[src/verilog/asp_pkg.sv]
`default_nettype none
package asp_pkg;
  // Result word width shifted out on a read.
  localparam int unsigned WORD_W        = 16;
  localparam int unsigned CNT_W         = 5;
  // Serial clock limit and host divider.
  localparam int unsigned SCLK_MAX_KHZ  = 5000;
  localparam int unsigned MCLK_KHZ      = 100000;
  localparam int unsigned SCLK_HALF_CYC =
    (MCLK_KHZ + 2 * SCLK_MAX_KHZ - 1) / (2 * SCLK_MAX_KHZ);
  localparam logic [7:0]  HALF_CNT      = 8'(SCLK_HALF_CYC);
  localparam logic [4:0]  WORD_CNT      = 5'(WORD_W);
  localparam logic        CLOCK_OUTPUT_DISABLE_RST    = 1'b0;

  typedef enum logic [1:0] {
    ASP_IDLE  = 2'b00,
    ASP_LOW   = 2'b01,
    ASP_HIGH  = 2'b11,
    ASP_DONE  = 2'b10
  } asp_state_t;
endpackage : asp_pkg
`default_nettype wire

[src/verilog/asp_if.sv]
`timescale 1ns/1ps
`default_nettype none
interface asp_if;
  logic sclk;
  logic cs_n;
  logic din;
  logic dout_o;
  logic dout_oe;
  logic result_ready_n;
  logic master_clock_input;
  logic buffered_clock_output;
  logic buffered_clock_oe;
  logic reset_n;
  modport dev (
    input  sclk, cs_n, din, master_clock_input, reset_n,
    output dout_o, dout_oe, result_ready_n,
    output buffered_clock_output, buffered_clock_oe
  );
  modport host (
    output sclk, cs_n, din, master_clock_input, reset_n,
    input  dout_o, dout_oe, result_ready_n,
    input  buffered_clock_output, buffered_clock_oe
  );
endinterface : asp_if
`default_nettype wire

[src/verilog/asp_dev.sv]
`timescale 1ns/1ps
`default_nettype none
// Functional notes
// - Capture input on rising clock while selected
// - Change output after falling serial clock
// - Output bit valid at rising edge
// - Output released while chip select high
// - Master selects device for any transfer
// - Tied-low select gives three-wire operation
// - Reset input restores power-on state
// - Ready goes low on new result
// - Ready returns high after full read
// - Read shifts out result register bits
// - Disable bit: zero enables clock output
// - Clock output is inverted clock input
// - Master keeps serial clock at most 5MHz
// - Internal oscillator: clock input grounded
module asp_dev (
  // System.
  input  wire logic                       mclk,
  input  wire logic                       rst_b,
  // Pins.
  asp_if.dev                              pins,
  // Converter side.
  input  wire logic                       result_load,
  input  wire logic [asp_pkg::WORD_W-1:0] result_data,
  input  wire logic                       clock_output_disable,
  output logic      [asp_pkg::WORD_W-1:0] rx_word,
  output logic                            rx_valid
);
  import asp_pkg::*;

  logic [1:0] sclk_sync_reg;
  logic [1:0] cs_sync_reg;
  logic [1:0] din_sync_reg;
  logic [1:0] rst_sync_reg;
  logic       sclk_d_reg;
  logic [WORD_W-1:0] shift_reg;
  logic [WORD_W-1:0] rx_reg;
  logic [CNT_W-1:0]  bit_cnt_reg;
  logic       dout_reg;
  logic       ready_n_reg;
  logic       rx_valid_reg;
  logic       sel;
  logic       rise;
  logic       fall;
  logic       int_rst;

  always_ff @(posedge mclk) begin
    sclk_sync_reg <= {sclk_sync_reg[0], pins.sclk};
    cs_sync_reg   <= {cs_sync_reg[0], pins.cs_n};
    din_sync_reg  <= {din_sync_reg[0], pins.din};
    rst_sync_reg  <= {rst_sync_reg[0], pins.reset_n};
    sclk_d_reg    <= sclk_sync_reg[1];
  end

  // Either reset returns every register except the synchronizers and sclk_d_reg to its power-on state.
  assign int_rst = !rst_b || !rst_sync_reg[1];
  assign sel     = !cs_sync_reg[1];
  assign rise    = sel && sclk_sync_reg[1] && !sclk_d_reg;
  assign fall    = sel && !sclk_sync_reg[1] && sclk_d_reg;

  always_ff @(posedge mclk) begin
    if (int_rst) begin
      bit_cnt_reg <= '0;
      rx_reg      <= '0;
    end else if (rise) begin
      rx_reg <= {rx_reg[WORD_W-2:0], din_sync_reg[1]};
      if (bit_cnt_reg == WORD_CNT - 5'd1) begin
        bit_cnt_reg <= '0;
      end else begin
        bit_cnt_reg <= bit_cnt_reg + 5'd1;
      end
    end
  end

  always_ff @(posedge mclk) begin
    if (int_rst) begin
      rx_valid_reg <= 1'b0;
    end else begin
      rx_valid_reg <= rise && (bit_cnt_reg == WORD_CNT - 5'd1);
    end
  end

  // Result loads whenever bit_cnt_reg is zero and sclk_d_reg is low, which includes a read's first rise cycle.
  always_ff @(posedge mclk) begin
    if (int_rst) begin
      shift_reg <= '0;
      dout_reg  <= 1'b0;
    end else if (result_load && (bit_cnt_reg == '0) && !sclk_d_reg) begin
      shift_reg <= result_data;
      dout_reg  <= result_data[WORD_W-1];
    end else if (fall && bit_cnt_reg != '0) begin
      dout_reg  <= shift_reg[WORD_W-1];
    end else if (rise) begin
      shift_reg <= {shift_reg[WORD_W-2:0], 1'b0};
    end else if (fall) begin
      dout_reg  <= shift_reg[WORD_W-1];
    end
  end

  // A new result sets ready between reads; a load in the end-of-read cycle is ignored and the clear wins.
  always_ff @(posedge mclk) begin
    if (int_rst) begin
      ready_n_reg <= 1'b1;
    end else if (result_load && (bit_cnt_reg == '0) && !sclk_d_reg) begin
      ready_n_reg <= 1'b0;
    end else if (rise && bit_cnt_reg == WORD_CNT - 5'd1) begin
      ready_n_reg <= 1'b1;
    end
  end

  assign pins.dout_o         = dout_reg;
  assign pins.dout_oe        = sel;
  assign pins.result_ready_n = ready_n_reg;
  // Direct inverted buffer of the input clock.
  assign pins.buffered_clock_output = !pins.master_clock_input;
  assign pins.buffered_clock_oe     = !clock_output_disable;
  assign rx_word  = rx_reg;
  assign rx_valid = rx_valid_reg;
endmodule : asp_dev
`default_nettype wire

[src/flat_wrapper.sv]
// flat-port wrapper written by rule: the top's interface ports become plain ports
module asp_dev_flat import asp_pkg::*;
  (mclk, rst_b, result_load, result_data, clock_output_disable, rx_word, rx_valid, pins_sclk, pins_cs_n, pins_din, pins_master_clock_input, pins_reset_n, pins_dout_o, pins_dout_oe, pins_result_ready_n, pins_buffered_clock_output, pins_buffered_clock_oe);
  asp_if pins_i ();
  input  wire logic mclk;
  input  wire logic rst_b;
  input  wire logic result_load;
  input  wire logic [asp_pkg::WORD_W-1:0] result_data;
  input  wire logic clock_output_disable;
  output logic      [asp_pkg::WORD_W-1:0] rx_word;
  output logic rx_valid;
  input wire logic [$bits(pins_i.sclk)-1:0] pins_sclk;
  input wire logic [$bits(pins_i.cs_n)-1:0] pins_cs_n;
  input wire logic [$bits(pins_i.din)-1:0] pins_din;
  input wire logic [$bits(pins_i.master_clock_input)-1:0] pins_master_clock_input;
  input wire logic [$bits(pins_i.reset_n)-1:0] pins_reset_n;
  output wire logic [$bits(pins_i.dout_o)-1:0] pins_dout_o;
  output wire logic [$bits(pins_i.dout_oe)-1:0] pins_dout_oe;
  output wire logic [$bits(pins_i.result_ready_n)-1:0] pins_result_ready_n;
  output wire logic [$bits(pins_i.buffered_clock_output)-1:0] pins_buffered_clock_output;
  output wire logic [$bits(pins_i.buffered_clock_oe)-1:0] pins_buffered_clock_oe;
  assign pins_i.sclk = pins_sclk;
  assign pins_i.cs_n = pins_cs_n;
  assign pins_i.din = pins_din;
  assign pins_i.master_clock_input = pins_master_clock_input;
  assign pins_i.reset_n = pins_reset_n;
  assign pins_dout_o = pins_i.dout_o;
  assign pins_dout_oe = pins_i.dout_oe;
  assign pins_result_ready_n = pins_i.result_ready_n;
  assign pins_buffered_clock_output = pins_i.buffered_clock_output;
  assign pins_buffered_clock_oe = pins_i.buffered_clock_oe;
  asp_dev u_core (.mclk(mclk), .rst_b(rst_b), .pins(pins_i), .result_load(result_load), .result_data(result_data), .clock_output_disable(clock_output_disable), .rx_word(rx_word), .rx_valid(rx_valid));
endmodule
[config.mk]
export PLATFORM = sky130hd
export DESIGN_NAME = asp_dev_flat
export DESIGN_NICKNAME = d
export VERILOG_FILES = /design/src/verilog/asp_pkg.sv /design/src/verilog/asp_if.sv /design/src/verilog/asp_dev.sv /design/src/flat_wrapper.sv
export SDC_FILE = /design/constraint.sdc
export NUM_CORES = 1
export LEC_CHECK = 0
export ABC_AREA = 1
export BUFFER_PORTS_ARGS = -buffer_cell sky130_fd_sc_hd__buf_2
export CORE_ASPECT_RATIO = 1.5
export CORE_MARGIN = 2
export CORE_UTILIZATION = 35
export DETAILED_ROUTE_END_ITERATION = 7
export PLACE_DENSITY_LB_ADDON = 0.05
export SLEW_MARGIN = 0
export SYNTH_ARGS = -nofsm -noshare
export SYNTH_HDL_FRONTEND = slang
export SYNTH_SLANG_ARGS = --single-unit
[constraint.sdc]
create_clock -name mclk -period 1.38 [get_ports mclk]
set_input_delay 0.069 -clock mclk [delete_from_list [all_inputs] [get_ports mclk]]
set_output_delay 0.069 -clock mclk [all_outputs]
set_load 0.05 [all_outputs]
==> out/results.tsv, run 1 <==
metric	value	unit
htreeDepth	2	
tightest_slew	0.261	ns
p_seq_share	50.6	%
ys_warn_count	0	
clk_latency	0.30	ns
syn_inst	271	
avgSynthCellArea	7.50	um2
synth-main-ff-cell	dfxtp_1	
worstSetupStartpointType	register	
cts.path.max_buffers	2	
max_freq	740	MHz
numCtsBuffers	5	
reg2reg_depth	10	
antenna_cells	0	
place_congestion	0.689	
grt_first_pass_wirelength	7900	um
cp_data_arrival_time	1.55	ns
finish.net_count	363	
reg2reg_slack	0.03	ns
worst_slack	0.0282	ns
dpl.cell_count	392	
timing.rr.end	u_core.shift_reg[1]$_SDFFE_PP0P_	
wl	4820	um
clkPwrFrac	35.2	%
cellLeakagePower	1.29	nW
clock_sinks	49	
grt_max_degree	28	
cp_slowest_cell	dfxtp_2	
pwr-share-comb	14.2	%
overflow	0	
setup.worst_path.end	u_core.shift_reg[1]$_SDFFE_PP0P_	
synth_edf_count	0	
fin_crit_sh	98.0	%
ys_ff_latch	49	
die_w	66.2	um
rsz0062_at_grt	true	
run_status	finished, final reports clean	
skew	0.00910	ns
hold_path_class	in -> reg	
yosysSeqAreaShare	48.3	%
area_delta_synth_final	37.3	%
cts_tree	yes	
wl_per_cell	11.8	um
startpoint	u_core.bit_cnt_reg[0]$_SDFFE_PP0N_	
dieArea	0.00644	mm2
ios	47	
path_cells	inv_2 -> ha_4 -> inv_2 -> nor2_4 -> nand3_4 -> buf_6 -> nand2_4 -> nand2_2 -> nor2_2 -> nor2_1	
pre_cts_ws	0.00265	ns
first_iter_violations	57	
grt_pass1_vias	1763	
cap_violations	0	
hold_viol	0	
slew_violations	0	
num_rows	34	
path_common_cell	inv_2	
die_height	97.3	um
core	0.00570	mm2
swShare	25.8	%
dp_hpwl	3250	um
vdd_drop_max	615	uV
critical_path_class	reg -> reg	
syn_nets	298	
async_flop_share	0	%
slowest_delay	0.34	ns
ant_nets	0	
p_int	0.00218	W
portBuffers	46	
layout_commonest_cell	nor2_1	
viasPerCell	4.71	
ys_types	23	
required	1.58	ns
timing.rr.start	u_core.bit_cnt_reg[0]$_SDFFE_PP0N_	
start_util	35.6	%
p_per_area	1050	mW/mm2
cts_root_buf	clkbuf_8	
holdWs	0.0459	ns
layout_common_cells	51 x nor2_1, 47 x dfxtp_1, 46 x buf_2, 34 x nand2_1, 24 x nand3_1	
final_layout_size_suffix_gt1_share	33.5	%
p_sw	0.000755	W
route.vias.total	1927	
antenna_found_initial	0	
grtUsageTotal	15.6	%
setup_viol	0	
drtPass1Iterations	4	
crit_fanout	5	
route.detailed.drc	0	
final_cells	409	
end_kind	register	
syn_area	0.00203	mm2
fillerInstances	617	
layout_min_cycle_time	1.35	ns
clk_pin_slew_worst_paths	0.10	ns
max_slew_margin	82.6	%
final_util	48.9	%
[stage by stage]
step | TNS, ns | cell area, um2 | power [W]
6_report | 0 | 2790 | 0.00293
5_1_grt | -0.930 | 2790 | 0.00309
4_1_cts | -0.00951 | 2590 | 0.00293
3_5_place_dp | 0 | 2430 | 0.00187
3_3_place_gp | 0 | 2430 | 0.00187
2_1_floorplan | 0 | 2030 | 0.00175
[logic make-up after synthesis]
kind of cell | share of synthesized area (%)
AO/OA/AOI/OAI | 9.17
adder cells (fa/ha/maj) | 1.23
buffers and inverters | 8.87
flip-flops | 48.3
AND/OR/NAND/NOR | 32.5
[area by class of cell]
cell class              instances  area, um2  share of cell area, %
flip-flops and latches         49        983                   35.3
multi-input cells             184        992                   35.6
repair buffers                 72        518                   18.6
clock inverters                 3       46.3                   1.66
inverters                      24       90.1                   3.23
clock buffers                   5       68.8                   2.47
well taps                      72       90.1                   3.23
[repair_timing]
action	CTS	global route
endpoints found under the hold margin	5	0
hold buffers	5	0
pin swaps	0	16
gates cloned	0	2
resized for setup	1	43
endpoints found under the setup margin	2	21
setup buffers	0	2
[synthesized netlist by cell type (3+ instances only)]
cell type	count	area share, %
buf_2	6	1.5
a21oi_1	8	2.0
o21ai_0	27	6.7
nand3b_1	11	4.1
nor2_1	55	10
dfxtp_1	49	48
nand3_1	25	6.2
inv_1	22	4.1
clkbuf_1	3	0.55
buf_6	3	1.7
nand2_1	43	7.9
[power by group through the flow]
stage          logic, W  clock network, W  registers (W)
3_5_place_dp   0.000356                 0        0.00151
5_1_grt        0.000464           0.00114        0.00149
4_1_cts        0.000368           0.00108        0.00148
3_3_place_gp   0.000354                 0        0.00151
6_report       0.000417           0.00103        0.00148
2_1_floorplan  0.000192                 0        0.00155
[worst min-delay path by stage]
| stage | start | to | slack [ns] | cells past startpoint |
|---|---|---|---|---|
| floorplan | pins_cs_n | u_core.cs_sync_reg[0]$_DFF_P_ | 0.1 | 0 |
| global route | result_data[14] | u_core.shift_reg[14]$_SDFFE_PP0P_ | 0.04 | 3 |
| global placement | pins_cs_n | u_core.cs_sync_reg[0]$_DFF_P_ | 0.17 | 1 |
| CTS | result_data[14] | u_core.shift_reg[14]$_SDFFE_PP0P_ | 0.02 | 3 |
| detailed placement | pins_reset_n | u_core.rst_sync_reg[0]$_DFF_P_ | 0.17 | 1 |
| finish | result_data[12] | u_core.shift_reg[12]$_SDFFE_PP0P_ | 0.05 | 3 |
[metal layers]
layer / wire, um / vias up / GRT usage (%)
met5: 0 / - / 0
met4: 66 / 0 / 5.65
met3: 159 / 5 / 3.59
met2: 2560 / 30 / 27.3
met1: 2030 / 897 / 17.9
li1: - / 995 / -
[critical path: cells and delay by family, from the launching register on]
kind	cells	cell delay (ns)
buffers and inverters	3	0.29
and+or+nand+nor	6	0.49
adders and majority gates	1	0.13
DFF	1	0.34
No activity file was read; power rests on OpenSTA's default activity.
==> inputs of run 2 (changes only) <==
--- a/config.mk
+++ b/config.mk
@@ -8,7 +8,7 @@
 export ABC_AREA = 1
 export BUFFER_PORTS_ARGS = -buffer_cell sky130_fd_sc_hd__buf_2
 export CORE_ASPECT_RATIO = 1.5
-export CORE_MARGIN = 2
+export CORE_MARGIN = 5
 export CORE_UTILIZATION = 35
 export DETAILED_ROUTE_END_ITERATION = 7
 export PLACE_DENSITY_LB_ADDON = 0.05
==> run 2 against run 1 <==
Wire length up 1.4%. Final area down 1.0%. Clock power about the same. Clock-buffer cell count up 1. First-iteration DRC count up 7.0%. Cell count up 0.24%. Global-route usage down 2.2 points. Die area up 16%. Critical path depth unchanged. Sequential power about the same. Critical path type unchanged. Largest power group unchanged. Highest routed layer unchanged.
==> out/results.tsv, run 2 (same netlist as run 1, synthesis figures left out) <==
metric	value	unit
run_status	finished, final reports clean	
crit_fanout	7	
rsz0062_at_grt	true	
holdWs	0.0537	ns
area_delta_synth_final	35.8	%
p_per_area	1060	mW/mm2
grtUsageTotal	13.4	%
layout_common_cells	53 x nor2_1, 47 x dfxtp_1, 46 x buf_2, 39 x nand2_1, 24 x nand3_1	
num_rows	34	
grt_pass1_vias	1822	
cellLeakagePower	1.28	nW
power	0.00294	W
cts_tree	yes	
wl_per_cell	11.9	um
dieArea	0.00746	mm2
clk_latency	0.30	ns
grt_max_degree	33	
route.detailed.drc	0	
drtPass1Iterations	4	
layout_commonest_cell	nor2_1	
core	0.00574	mm2
min_to	u_core.shift_reg[12]$_SDFFE_PP0P_	
reg2reg_depth	10	
timing.rr.end	u_core.shift_reg[15]$_SDFFE_PP0P_	
cts_root_buf	clkbuf_8	
cts.path.max_buffers	2	
vdd_drop_max	627	uV
startpoint	u_core.bit_cnt_reg[1]$_SDFFE_PP0N_	
antenna_cells	0	
fin_crit_sh	96.5	%
viasPerCell	4.60	
cap_violations	0	
route.vias.total	1888	
tightest_slew	0.273	ns
skew	0.00989	ns
layout_min_cycle_time	1.33	ns
required	1.58	ns
dp_hpwl	3390	um
reg2reg_slack	0.05	ns
max_freq	751	MHz
timing.rr.start	u_core.bit_cnt_reg[1]$_SDFFE_PP0N_	
clk_pin_slew_worst_paths	0.09	ns
ant_nets	0	
hold_viol	0	
slew_violations	0	
setup_viol	0	
wl	4890	um
end_kind	register	
final_layout_size_suffix_gt1_share	30.8	%
numCtsBuffers	5	
max_slew_margin	81.7	%
worst_slack	0.0482	ns
die_height	103	um
die_w	72.2	um
grt_first_pass_wirelength	7960	um
place_congestion	0.759	
pre_cts_ws	0.0258	ns
worstSetupStartpointType	register	
hold_depth	3	
hold_path_class	in -> reg	
portBuffers	46	
post-route-cell-area	0.00276	mm2
finish.net_count	364	
hold_start	result_data[12]	
critical_path_class	reg -> reg	
antenna_found_initial	0	
cp_data_arrival_time	1.53	ns
overflow	0	
postPlaceCellArea	0.00245	mm2
htreeDepth	2	
clock_sinks	49	
start_util	35.4	%
first_iter_violations	61	
ios	47	
-- run 2: how the worst max path moves through the flow --
stage,end,slack (ns),cells after the start
after CTS,u_core.shift_reg[13]$_SDFFE_PP0P_,0.02,10
after detailed placement,u_core.shift_reg[15]$_SDFFE_PP0P_,0.03,10
after global routing,u_core.shift_reg[15]$_SDFFE_PP0P_,-0.07,10
after global placement,u_core.shift_reg[4]$_SDFFE_PP0P_,0.06,10
after floorplan,u_core.shift_reg[13]$_SDFFE_PP0P_,0.11,10
final,u_core.shift_reg[15]$_SDFFE_PP0P_,0.05,10
-- run 2: area by class of cell --
class                           instances  area, um2
Inverter                               24       90.1
Multi-Input combinational cell        184        942
Clock buffer                            6       82.6
Sequential cell                        49        983
Clock inverter                          2       37.5
Fill cell                             634       2980
Timing Repair Buffer                   73        534
Tap cell                               72       90.1
-- run 2: per-stage QoR --
step	setup TNS [ns]	utilization [%]	instances
2_1_floorplan	0	-	271
3_3_place_gp	0	42.7	394
3_5_place_dp	0	42.7	394
4_1_cts	0	45.7	407
5_1_grt	-0.585	48.1	410
6_report	0	48.1	410
-- run 2: repair_timing --
action	in CTS	in global routing
endpoints found under the setup margin	0	17
hold buffers	5	0
setup buffers	0	1
endpoints found under the hold margin	5	0
resized for setup	0	30
-- run 2: layer usage --
| layer | track usage, % | up-vias | share of wire (%) |
|---|---|---|---|
| li1 | - | 992 | - |
| met1 | 15.1 | 862 | 42 |
| met2 | 24.4 | 27 | 52 |
| met3 | 2.90 | 7 | 3.6 |
| met4 | 5.21 | 0 | 1.6 |
| met5 | 0 | - | 0 |
-- run 2: power by group --
part	internal [W]	switching (W)
Sequential	0.00146	0.0000229
Clock	0.000589	0.000468
Combinational	0.000168	0.000232
-- run 2: worst max-delay path: stages (launching register included) --
cell and delay (ns):
dfxtp_2 0.33, inv_2 0.07, ha_4 0.13, inv_2 0.04, nor2_4 0.11, nand3_4 0.15
buf_12 0.19, nand2_2 0.04, nand2_1 0.04, nor2_1 0.08, nor2_1 0.05
